[config.mk]
export PLATFORM = sky130hd
export DESIGN_NAME = mscs_sequencer
export DESIGN_NICKNAME = d
export VERILOG_FILES = /design/src/logic/mscs_pkg.sv /design/src/logic/mscs_sequencer.sv
export VERILOG_INCLUDE_DIRS = /design/src /design/src/logic
export SDC_FILE = /design/constraint.sdc
export NUM_CORES = 1
export LEC_CHECK = 0
export BUFFER_PORTS_ARGS = -buffer_cell sky130_fd_sc_hd__buf_2
export CORE_ASPECT_RATIO = 0.75
export CORE_MARGIN = 1.5
export CORE_UTILIZATION = 45
export DETAILED_ROUTE_END_ITERATION = 10
export GPL_ROUTABILITY_DRIVEN = 0
export SLEW_MARGIN = 20
export SYNTH_ARGS = -nofsm -noshare
export SYNTH_HDL_FRONTEND = slang
export SYNTH_SLANG_ARGS = --single-unit
[constraint.sdc]
create_clock -name CLOCK -period 23.9 [get_ports CLOCK]
set_input_delay 2.39 -clock CLOCK [delete_from_list [all_inputs] [get_ports CLOCK]]
set_output_delay 2.39 -clock CLOCK [all_outputs]
set_load 0.03 [all_outputs]
[src/logic/mscs_cfg.svh]
// Constants of the multi-setup conversion sequencer.
`ifndef MSCS_CFG_SVH
`define MSCS_CFG_SVH

// Serial word layout.
`define MSCS_BYTE_BITS     8
`define MSCS_LAST_BYTE_BIT 3'h7
`define MSCS_WORD_BITS     24
`define MSCS_WORD_MSB      5'h17
`define MSCS_EXIT_BYTE     8'hFF
`define MSCS_CONV_CAL_CODE 3'h0
`define MSCS_CAL_GAIN_BIT  1

// Setup store and physical channels.
`define MSCS_SETUPS        16
`define MSCS_CHANNELS      8
`define MSCS_FIRST_SETUP   4'h0

// Timing: clock period and width of the new-set pulse on the serial output.
`define MSCS_CLK_NS        20
`define MSCS_PULSE_NS      40
`define MSCS_PULSE_CYC     ((`MSCS_PULSE_NS + `MSCS_CLK_NS - 1) / `MSCS_CLK_NS)

`endif

[src/logic/mscs_pkg.sv]
// Types of the multi-setup conversion sequencer.
package mscs_pkg;

  // Configuration bits that select the conversion mode.
  typedef struct packed {
    logic       multi_setup_select;
    logic       loop_repeat_select;
    logic       read_wait_select;
    logic [3:0] setup_depth_field;
  } mscs_cfg_t;

  // Command byte as it arrives on the serial input, first bit on top.
  typedef struct packed {
    logic       command_flag_bit;
    logic [3:0] setup_pointer_field;
    logic [2:0] calibration_type_field;
  } mscs_cmd_t;

  // Serial port states.
  typedef enum logic [2:0] {
    MSCS_S_CMD,
    MSCS_S_CAL,
    MSCS_S_BUSY,
    MSCS_S_READY,
    MSCS_S_FLAG,
    MSCS_S_DATA
  } mscs_port_t;

  // Conversion engine states.
  typedef enum logic [1:0] {
    MSCS_C_IDLE,
    MSCS_C_WAIT,
    MSCS_C_PUB,
    MSCS_C_HOLD
  } mscs_conv_t;

endpackage

[src/logic/mscs_sequencer.sv]
// Conversion and calibration sequencer behind a three-wire serial port.
`timescale 1ns/1ps
`include "mscs_cfg.svh"

// Function
// - Multi-setup modes ignore the command pointer and use the configured depth.
// - Multi-setup sets convert depth plus one setups, ascending from the first.
// - Repeated no-wait mode converts continuously, wrapping to the first setup.
// - A new no-wait set replaces the old one; partial reads become corrupted.
// - No-wait mode pulses the serial output high then low when a fresh set replaces an unread one.
// - A start command with multi-setup selected launches a sequence from the first setup.
// - Serial output goes low only after the last conversion of a set.
// - Eight host clocks open each read and clear the ready indication.
// - After the flag clocks, one 24-bit word per setup follows, in order.
// - An all-zero flag byte keeps the repeated mode running.
// - An all-ones flag byte ends repetition after the final set is read.
// - With-wait mode holds the next set until the current set is read.
// - With-wait mode starts the next set after an all-zero continue byte.
// - Calibration takes its channel and settings from the addressed setup.
// - Calibration completion drives serial output low and stores the result.
// - One offset and one gain register per physical channel; later overwrites.
// - Each calibration command performs exactly one calibration.
// - Calibration and single-setup commands use bits six to three as pointer.
// - Pointer value n selects setup n.
// - A single one-setup result is read in 32 clocks, then command mode.
// - Single multi-setup mode returns to command mode after the last word.
// - Results come out in conversion order.
// - Each word is shifted out most significant bit first.
// - No-wait mode converts in the background while the host reads.
module mscs_sequencer
  import mscs_pkg::*;
(
  input  wire logic                             CLOCK,
  input  wire logic                             RSTN,
  input  wire logic                             SCLK,
  input  wire logic                             SERIAL_DATA_IN,
  output logic                                  SERIAL_DATA_OUT,
  input  mscs_cfg_t                             CFG,
  output logic                                  CONV_REQ,
  output logic [3:0]                            CONV_SETUP,
  input  wire logic                             CONV_DONE,
  input  wire logic [`MSCS_WORD_BITS-1:0]       CONV_DATA,
  output logic                                  CAL_REQ,
  output logic [3:0]                            CAL_SETUP,
  output logic [2:0]                            CAL_TYPE,
  input  wire logic                             CAL_DONE,
  input  wire logic [2:0]                       CAL_CHANNEL,
  input  wire logic [`MSCS_WORD_BITS-1:0]       CAL_RESULT,
  input  wire logic [2:0]                       CAL_READ_CHANNEL,
  output logic [`MSCS_WORD_BITS-1:0]            CAL_OFFSET,
  output logic [`MSCS_WORD_BITS-1:0]            CAL_GAIN,
  output logic                                  DATA_MODE,
  output logic                                  BUSY
);

  // Link synchronisers and edge detection.
  logic                          sclk_s1_q;
  logic                          sclk_s2_q;
  logic                          sclk_s3_q;
  logic                          sdi_s1_q;
  logic                          sdi_s2_q;
  logic                          sclk_rise;
  logic                          sclk_fall;

  // Serial port state.
  mscs_port_t                    s_state_q;
  mscs_port_t                    s_state_d;
  logic [4:0]                    bit_q;
  logic [4:0]                    bit_d;
  logic [3:0]                    word_q;
  logic [3:0]                    word_d;
  logic [7:0]                    shift_q;
  logic [7:0]                    shift_d;
  logic                          exit_q;
  logic                          exit_d;
  logic                          cal_low_q;
  logic                          cal_low_d;
  logic                          done_q;
  logic                          done_d;
  logic [4:0]                    pulse_q;
  logic                          sdo_q;
  logic [7:0]                    byte_in;
  mscs_cmd_t                     cmd;
  logic                          cmd_go;
  logic                          cal_go;
  logic                          rearm;
  logic                          halt;
  logic                          cur_bit;
  logic                          level;

  // Conversion engine state.
  mscs_conv_t                    c_state_q;
  mscs_conv_t                    c_state_d;
  logic [3:0]                    idx_q;
  logic [3:0]                    idx_d;
  logic [3:0]                    cnt_q;
  logic [3:0]                    cnt_d;
  logic [3:0]                    first_q;
  logic [3:0]                    last_q;
  logic                          loop_q;
  logic                          wait_q;
  logic                          stop_q;
  logic                          req_d;
  logic                          publish;
  logic [3:0]                    start_first;

  // Result storage and calibration registers.
  logic [`MSCS_WORD_BITS-1:0]    stage_q  [`MSCS_SETUPS];
  logic [`MSCS_WORD_BITS-1:0]    fifo_q   [`MSCS_SETUPS];
  logic [`MSCS_WORD_BITS-1:0]    offset_q [`MSCS_CHANNELS];
  logic [`MSCS_WORD_BITS-1:0]    gain_q   [`MSCS_CHANNELS];
  logic [2:0]                    cal_type_q;

  // The second stage of each synchroniser is read by logic, and the third stage of the serial clock.
  always_ff @(posedge CLOCK or negedge RSTN)
  begin
    if (!RSTN)
    begin
      sclk_s1_q <= 1'b0;
      sclk_s2_q <= 1'b0;
      sclk_s3_q <= 1'b0;
      sdi_s1_q  <= 1'b0;
      sdi_s2_q  <= 1'b0;
    end
    else
    begin
      sclk_s1_q <= SCLK;
      sclk_s2_q <= sclk_s1_q;
      sclk_s3_q <= sclk_s2_q;
      sdi_s1_q  <= SERIAL_DATA_IN;
      sdi_s2_q  <= sdi_s1_q;
    end
  end

  // Input sampled on rising serial clock, output moved on falling serial clock.
  assign sclk_rise = sclk_s2_q & ~sclk_s3_q;
  assign sclk_fall = ~sclk_s2_q & sclk_s3_q;

  // Byte completed by the current bit, and its command fields.
  assign byte_in     = {shift_q[6:0], sdi_s2_q};
  assign cmd         = mscs_cmd_t'(byte_in);
  assign start_first = CFG.multi_setup_select ? `MSCS_FIRST_SETUP : cmd.setup_pointer_field;

  // Serial port sequencing: command bytes, flag byte and data words.
  always_comb
  begin
    s_state_d = s_state_q;
    bit_d     = bit_q;
    word_d    = word_q;
    shift_d   = shift_q;
    exit_d    = exit_q;
    cal_low_d = cal_low_q;
    done_d    = done_q;
    cmd_go    = 1'b0;
    cal_go    = 1'b0;
    rearm     = 1'b0;
    halt      = 1'b0;
    case (s_state_q)
      MSCS_S_CMD:
        if (sclk_rise)
        begin
          shift_d   = byte_in;
          cal_low_d = 1'b0;
          bit_d     = bit_q + 5'h01;
          if (bit_q[2:0] == `MSCS_LAST_BYTE_BIT)
          begin
            bit_d = 5'h00;
            if (cmd.command_flag_bit && cmd.calibration_type_field == `MSCS_CONV_CAL_CODE)
            begin
              cmd_go    = 1'b1;
              s_state_d = MSCS_S_BUSY;
            end
            else if (cmd.command_flag_bit)
            begin
              cal_go    = 1'b1;
              s_state_d = MSCS_S_CAL;
            end
          end
        end
      MSCS_S_CAL:
        if (CAL_DONE)
        begin
          cal_low_d = 1'b1;
          s_state_d = MSCS_S_CMD;
        end
      MSCS_S_BUSY:
        if (publish)
          s_state_d = MSCS_S_READY;
      MSCS_S_READY, MSCS_S_FLAG:
        if (sclk_rise)
        begin
          shift_d   = byte_in;
          bit_d     = bit_q + 5'h01;
          s_state_d = MSCS_S_FLAG;
          if (bit_q[2:0] == `MSCS_LAST_BYTE_BIT)
          begin
            exit_d    = (byte_in == `MSCS_EXIT_BYTE);
            bit_d     = 5'h00;
            word_d    = 4'h0;
            s_state_d = MSCS_S_DATA;
          end
        end
      MSCS_S_DATA:
        // The last bit of a set stands until the host's falling clock, then the port moves on.
        if (sclk_fall && done_q)
        begin
          done_d = 1'b0;
          if (exit_q || !loop_q)
          begin
            halt      = 1'b1;
            s_state_d = MSCS_S_CMD;
          end
          else
          begin
            rearm     = wait_q;
            s_state_d = MSCS_S_BUSY;
          end
        end
        else if (sclk_rise)
        begin
          bit_d = bit_q + 5'h01;
          if (bit_q == `MSCS_WORD_MSB)
          begin
            bit_d  = 5'h00;
            word_d = word_q + 4'h1;
            done_d = (word_q == last_q);
          end
        end
      default:
        s_state_d = MSCS_S_CMD;
    endcase
  end

  // Serial port registers.
  always_ff @(posedge CLOCK or negedge RSTN)
  begin
    if (!RSTN)
    begin
      s_state_q <= MSCS_S_CMD;
      bit_q     <= 5'h00;
      word_q    <= 4'h0;
      shift_q   <= 8'h00;
      exit_q    <= 1'b0;
      cal_low_q <= 1'b0;
      done_q    <= 1'b0;
    end
    else
    begin
      s_state_q <= s_state_d;
      bit_q     <= bit_d;
      word_q    <= word_d;
      shift_q   <= shift_d;
      exit_q    <= exit_d;
      cal_low_q <= cal_low_d;
      done_q    <= done_d;
    end
  end

  // Mode captured with each start command so later configuration edits do not disturb a run.
  always_ff @(posedge CLOCK or negedge RSTN)
  begin
    if (!RSTN)
    begin
      first_q <= 4'h0;
      last_q  <= 4'h0;
      loop_q  <= 1'b0;
      wait_q  <= 1'b0;
    end
    else if (cmd_go)
    begin
      first_q <= start_first;
      last_q  <= CFG.multi_setup_select ? CFG.setup_depth_field : 4'h0;
      loop_q  <= CFG.loop_repeat_select;
      wait_q  <= CFG.read_wait_select;
    end
  end

  // Conversion engine: walks the setups of a set and publishes it when complete.
  always_comb
  begin
    c_state_d = c_state_q;
    idx_d     = idx_q;
    cnt_d     = cnt_q;
    req_d     = 1'b0;
    publish   = 1'b0;
    case (c_state_q)
      MSCS_C_IDLE:
        if (cmd_go)
        begin
          idx_d     = start_first;
          cnt_d     = 4'h0;
          req_d     = 1'b1;
          c_state_d = MSCS_C_WAIT;
        end
      MSCS_C_WAIT:
        if (CONV_DONE)
        begin
          if (stop_q)
            c_state_d = MSCS_C_IDLE;
          else if (cnt_q == last_q)
            c_state_d = MSCS_C_PUB;
          else
          begin
            idx_d = idx_q + 4'h1;
            cnt_d = cnt_q + 4'h1;
            req_d = 1'b1;
          end
        end
      MSCS_C_PUB:
      begin
        publish = 1'b1;
        if (loop_q && !wait_q && !stop_q)
        begin
          idx_d     = first_q;
          cnt_d     = 4'h0;
          req_d     = 1'b1;
          c_state_d = MSCS_C_WAIT;
        end
        else if (loop_q && wait_q && !stop_q)
          c_state_d = MSCS_C_HOLD;
        else
          c_state_d = MSCS_C_IDLE;
      end
      MSCS_C_HOLD:
        if (halt)
          c_state_d = MSCS_C_IDLE;
        else if (rearm)
        begin
          idx_d     = first_q;
          cnt_d     = 4'h0;
          req_d     = 1'b1;
          c_state_d = MSCS_C_WAIT;
        end
      default:
        c_state_d = MSCS_C_IDLE;
    endcase
  end

  // Conversion engine registers; a halt stops the background run when the conversion in progress completes.
  always_ff @(posedge CLOCK or negedge RSTN)
  begin
    if (!RSTN)
    begin
      c_state_q  <= MSCS_C_IDLE;
      idx_q      <= 4'h0;
      cnt_q      <= 4'h0;
      stop_q     <= 1'b0;
      CONV_REQ   <= 1'b0;
      CONV_SETUP <= 4'h0;
    end
    else
    begin
      c_state_q  <= c_state_d;
      idx_q      <= idx_d;
      cnt_q      <= cnt_d;
      stop_q     <= cmd_go ? 1'b0 : (stop_q | halt);
      CONV_REQ   <= req_d;
      CONV_SETUP <= idx_d;
    end
  end

  // Each result lands in the staging slot of its set position.
  always_ff @(posedge CLOCK)
  begin
    if (c_state_q == MSCS_C_WAIT && CONV_DONE)
      stage_q[cnt_q] <= CONV_DATA;
  end

  // A finished set replaces the readable copy entry by entry.
  genvar gi;
  generate
    for (gi = 0; gi < `MSCS_SETUPS; gi = gi + 1)
    begin : g_fifo
      always_ff @(posedge CLOCK)
      begin
        if (publish)
          fifo_q[gi] <= stage_q[gi];
      end
    end
  endgenerate

  // Calibration launch: one request per command, pointer names the setup.
  always_ff @(posedge CLOCK or negedge RSTN)
  begin
    if (!RSTN)
    begin
      CAL_REQ    <= 1'b0;
      CAL_SETUP  <= 4'h0;
      cal_type_q <= 3'h0;
    end
    else
    begin
      CAL_REQ <= cal_go;
      if (cal_go)
      begin
        CAL_SETUP  <= cmd.setup_pointer_field;
        cal_type_q <= cmd.calibration_type_field;
      end
    end
  end
  assign CAL_TYPE = cal_type_q;

  // One offset and one gain register per physical channel; the latest result wins.
  generate
    for (gi = 0; gi < `MSCS_CHANNELS; gi = gi + 1)
    begin : g_cal
      always_ff @(posedge CLOCK or negedge RSTN)
      begin
        if (!RSTN)
        begin
          offset_q[gi] <= '0;
          gain_q[gi]   <= '0;
        end
        else if (s_state_q == MSCS_S_CAL && CAL_DONE && CAL_CHANNEL == 3'(gi))
        begin
          if (cal_type_q[`MSCS_CAL_GAIN_BIT])
            gain_q[gi] <= CAL_RESULT;
          else
            offset_q[gi] <= CAL_RESULT;
        end
      end
    end
  endgenerate

  // Registered readback of the calibration store.
  always_ff @(posedge CLOCK or negedge RSTN)
  begin
    if (!RSTN)
    begin
      CAL_OFFSET <= '0;
      CAL_GAIN   <= '0;
    end
    else
    begin
      CAL_OFFSET <= offset_q[CAL_READ_CHANNEL];
      CAL_GAIN   <= gain_q[CAL_READ_CHANNEL];
    end
  end

  // New-set pulse: a set that replaces an unread one raises the line briefly.
  always_ff @(posedge CLOCK or negedge RSTN)
  begin
    if (!RSTN)
      pulse_q <= 5'h00;
    else if (publish && s_state_q == MSCS_S_READY)
      pulse_q <= 5'(`MSCS_PULSE_CYC);
    else if (pulse_q != 5'h00)
      pulse_q <= pulse_q - 5'h01;
  end

  // Serial output level per state; data bits go out most significant first.
  assign cur_bit = fifo_q[word_q][`MSCS_WORD_MSB - bit_q];
  assign level   = (s_state_q == MSCS_S_CMD)   ? ~cal_low_q :
                   (s_state_q == MSCS_S_READY) ? (pulse_q != 5'h00) :
                   1'b1;

  // The data bit changes only on a falling serial clock so the host samples it stable.
  always_ff @(posedge CLOCK or negedge RSTN)
  begin
    if (!RSTN)
      sdo_q <= 1'b1;
    else if (s_state_q != MSCS_S_DATA)
      sdo_q <= level;
    else if (sclk_fall)
      sdo_q <= done_q ? 1'b1 : cur_bit;
  end

  // Status outputs.
  assign SERIAL_DATA_OUT       = sdo_q;
  assign DATA_MODE = (s_state_q != MSCS_S_CMD) && (s_state_q != MSCS_S_CAL);
  assign BUSY      = (c_state_q == MSCS_C_WAIT) || (s_state_q == MSCS_S_CAL);

endmodule

==> flow_metrics.env <==
export IMPL_status="finished, final reports clean"
export IMPL_register_area_mm2=0.0355
export IMPL_grt_pass1_wl_mm=159
export IMPL_grt_util_met2_pct=30.6
export IMPL_diodes=0
export IMPL_use_met1_pct=28.8
export IMPL_rsz0062_at_grt="false"
export IMPL_min_period_over_period_pct=19.2
export IMPL_required_ns=21.51
export IMPL_cap_violations=0
export IMPL_synth_xor_xnor_area_share_pct=0.200
export IMPL_via_per_inst=5.57
export IMPL_die_w_um=381
export IMPL_h_tree_depth=3
export IMPL_cp_startpoint="s_state_q[0]$_DFFE_PN0P_"
export IMPL_row_count=103
export IMPL_ys_ff_latch=1263
export IMPL_clk_pin_slew_ns=0.06
export IMPL_finalHoldViolCount=0
export IMPL_routed_wl_mm=105
export IMPL_ys_types=73
export IMPL_tns_ns=0
export IMPL_synth_warnings=0
export IMPL_synthMuxAreaShare_pct=20.1
export IMPL_p_per_area_mw_per_mm2=91.9
export IMPL_post_place_ws_ns=18.88
export IMPL_total_power_uw=5000
export IMPL_start_util_pct=45.6
export IMPL_post_cts_resized=0
export IMPL_synthSimpleGateAreaFrac_pct=2.21
export IMPL_cts_buffers_inserted=121
export IMPL_placeableCoreArea_mm2=0.106
export IMPL_drive_gt1_share_pct=36.3
export IMPL_ctsHoldBuffers=0
export IMPL_synth_area_top_cells="edfxtp_1, dfrtp_1, mux2_2, mux4_2, mux4_1"
export IMPL_synth_fp_nets=2547
export IMPL_syn_avg_cell_area_um2=19.5
export IMPL_cts_tree="yes"
export IMPL_critical_path_class="reg -> out"
export IMPL_final_nets=2711
export IMPL_p_comb_share_pct=10.4
export IMPL_synthesis_area_mm2=0.0481
export IMPL_synth_edf_count=768
export IMPL_slew_viol_final=0
export IMPL_die_y_um=286
export IMPL_synthAdderAreaFrac_pct=0.286
export IMPL_synth_top_cell_area_share_pct=47.9
export IMPL_nFillCells=8415
export IMPL_ys_flop_type="edfxtp_1"
export IMPL_synth_compound_area_share_pct=1.97
export IMPL_drcViolationCount=0
export IMPL_r2r_end="SERIAL_DATA_OUT$_DFFE_PN1P_"
export IMPL_switchingPower_uw=1190
export IMPL_dr_pass1_iters=5
export IMPL_start_kind="flop"
export IMPL_gr_usage_met3_pct=3.12
export IMPL_finalSetupViolations=0
export IMPL_r2r_start="word_q[0]$_DFFE_PN0P_"
export IMPL_synth_top_family_by_area="multiplexers"
export IMPL_synthArstFlopShare_pct=39.2
export IMPL_area_growth_pct=13.0
export IMPL_setup_slack_ns=19.32
export IMPL_hold_class="reg -> reg"
export IMPL_io_pins=131
export IMPL_cts_root_buf="clkbuf_16"
export IMPL_wl_per_cell_um=25.2
export IMPL_clockBufferDepth=3
export IMPL_cts_setup_buffers=0
export IMPL_reg2reg_slack_ns=19.49
export IMPL_antenna_found_initial=4
export IMPL_synth_cells=2469
export IMPL_clkPwrFrac_pct=37.6
export IMPL_worst_r2r_path_depth=7
export IMPL_finalClockSkew_ns=0.0360
export IMPL_p_sw_share_pct=23.9
export IMPL_ant_nets=0
export IMPL_mostFrequentLayoutCells="edfxtp_1, dfrtp_1, mux2_2, mux4_2, buf_2"
export IMPL_peakVddDrop_v=0.0000644
export IMPL_dp_cells=3927
export IMPL_synth_area_leader_cell="edfxtp_1"
export IMPL_max_clock_freq_mhz=218
export IMPL_insertion_delay_ns=0.73
export IMPL_port_buffers=130
export IMPL_layout_cells_non_filler=4147
export IMPL_busiest_layer="met2"
export IMPL_path_max_fanout=20
export IMPL_leakage_uw=0.0210
export IMPL_num_vias=23100
export IMPL_p_int_uw=3810
export IMPL_gr_total_overflow=0
export IMPL_seqPwrFrac_pct=52.1
export IMPL_cp_end_kind="primary output"
export IMPL_track_usage_pct=19.4
export IMPL_multi_input_area_mm2=0.0121
export IMPL_yosysSeqAreaShare_pct=73.6
export IMPL_cp_arrival_ns=2.19
export IMPL_clock_sinks=1263
export IMPL_min_period_ns=4.58
export IMPL_dp_hpwl_mm=59.9
export IMPL_relSlewSlack_pct=25.9
export IMPL_grt_pass1_vias=24900
export IMPL_final_common_cell="edfxtp_1"
export IMPL_die_area_mm2=0.109
export IMPL_crit_end="BUSY"
export IMPL_drt_iter0_markers=1893
export IMPL_worst_slew_pin_slew_ns=1.11
export IMPL_grt_max_degree=195
-- state kept, by name, indices dropped and copies added, names as in the netlist, 2 cells and up --
name / count
CAL_GAIN: 24
word_q: 4
shift_q: 7
CAL_TYPE: 3
fifo_q: 384
bit_q: 5
last_q: 4
offset_q: 192
first_q: 4
gain_q: 192
c_state_q: 2
pulse_q: 5
CAL_SETUP: 4
stage_q: 384
cnt_q: 4
s_state_q: 3
CAL_OFFSET: 24
idx_q: 4
-- metrics by stage --
stage	utilization, %	cell area [µm²]	hold slack [ns]
global placement	47.7	50500	0.336
floorplan	-	48100	0.331
global route	51.5	54400	0.357
finish	51.5	54400	0.348
detailed placement	47.7	50500	0.337
CTS	51.5	54400	0.351
-- cell families after synthesis --
family          count (synthesis)
flops                        1263
xor+xnor                       11
buf+inv                       156
mux                           671
fa+ha+maj                      11
compound gates                142
simple gates                  215
-- layer usage --
layer	vias to the layer above	share of wire [%]
li1	9979	-
met1	12500	47
met2	488	47
met3	137	4.4
met4	2	1.8
met5	-	0.0096
-- power groups by stage --
stage	registers (µW)	clock network [µW]	logic (µW)
global route	2620	2010	561
CTS	2600	1930	523
finish	2600	1880	518
floorplan	2640	0	335
detailed placement	2640	0	520
global placement	2630	0	501
-- Yosys cell counts (12+ instances only) --
| cell type | number |
|---|---|
| edfxtp_1 | 768 |
| dfrtp_1 | 494 |
| mux2_2 | 448 |
| mux4_2 | 151 |
| clkbuf_1 | 85 |
| nand2_1 | 77 |
| nor2_1 | 42 |
| o21ai_0 | 38 |
| mux2i_1 | 32 |
| mux4_1 | 31 |
| a21oi_1 | 22 |
| buf_2 | 20 |
| a22oi_1 | 17 |
| inv_1 | 17 |
| nand3_1 | 15 |
| nor3_1 | 15 |
| buf_1 | 13 |
| nor2b_1 | 13 |
| nand2b_1 | 12 |
-- worst min path at each step --
stage	start	endpoint	slack (ns)	cells after the start
after floorplan	sclk_s1_q$_DFF_PN0_	sclk_s2_q$_DFF_PN0_	0.33	0
after global placement	sdi_s1_q$_DFF_PN0_	sdi_s2_q$_DFF_PN0_	0.34	0
after detailed placement	sdi_s1_q$_DFF_PN0_	sdi_s2_q$_DFF_PN0_	0.34	0
after CTS	sdi_s1_q$_DFF_PN0_	sdi_s2_q$_DFF_PN0_	0.35	0
after global routing	sdi_s1_q$_DFF_PN0_	sdi_s2_q$_DFF_PN0_	0.36	0
final	sdi_s1_q$_DFF_PN0_	sdi_s2_q$_DFF_PN0_	0.35	0
-- critical path, cell delays in order (launching register included) --
cell	delay, ns
dfrtp_1	0.79
nand2_1	0.25
nand2_1	0.20
buf_2	0.22
-- area by class of cell --
cell class / instances / area share [%]
clock inverters: 55 / 0.998
clock buffers: 165 / 6.24
inverters: 18 / 0.124
flip-flops and latches: 1263 / 65.2
multi-input cells: 1050 / 22.2
repair buffers: 179 / 1.96
well taps: 1417 / 3.26
Power figures use the tool's default switching activity.
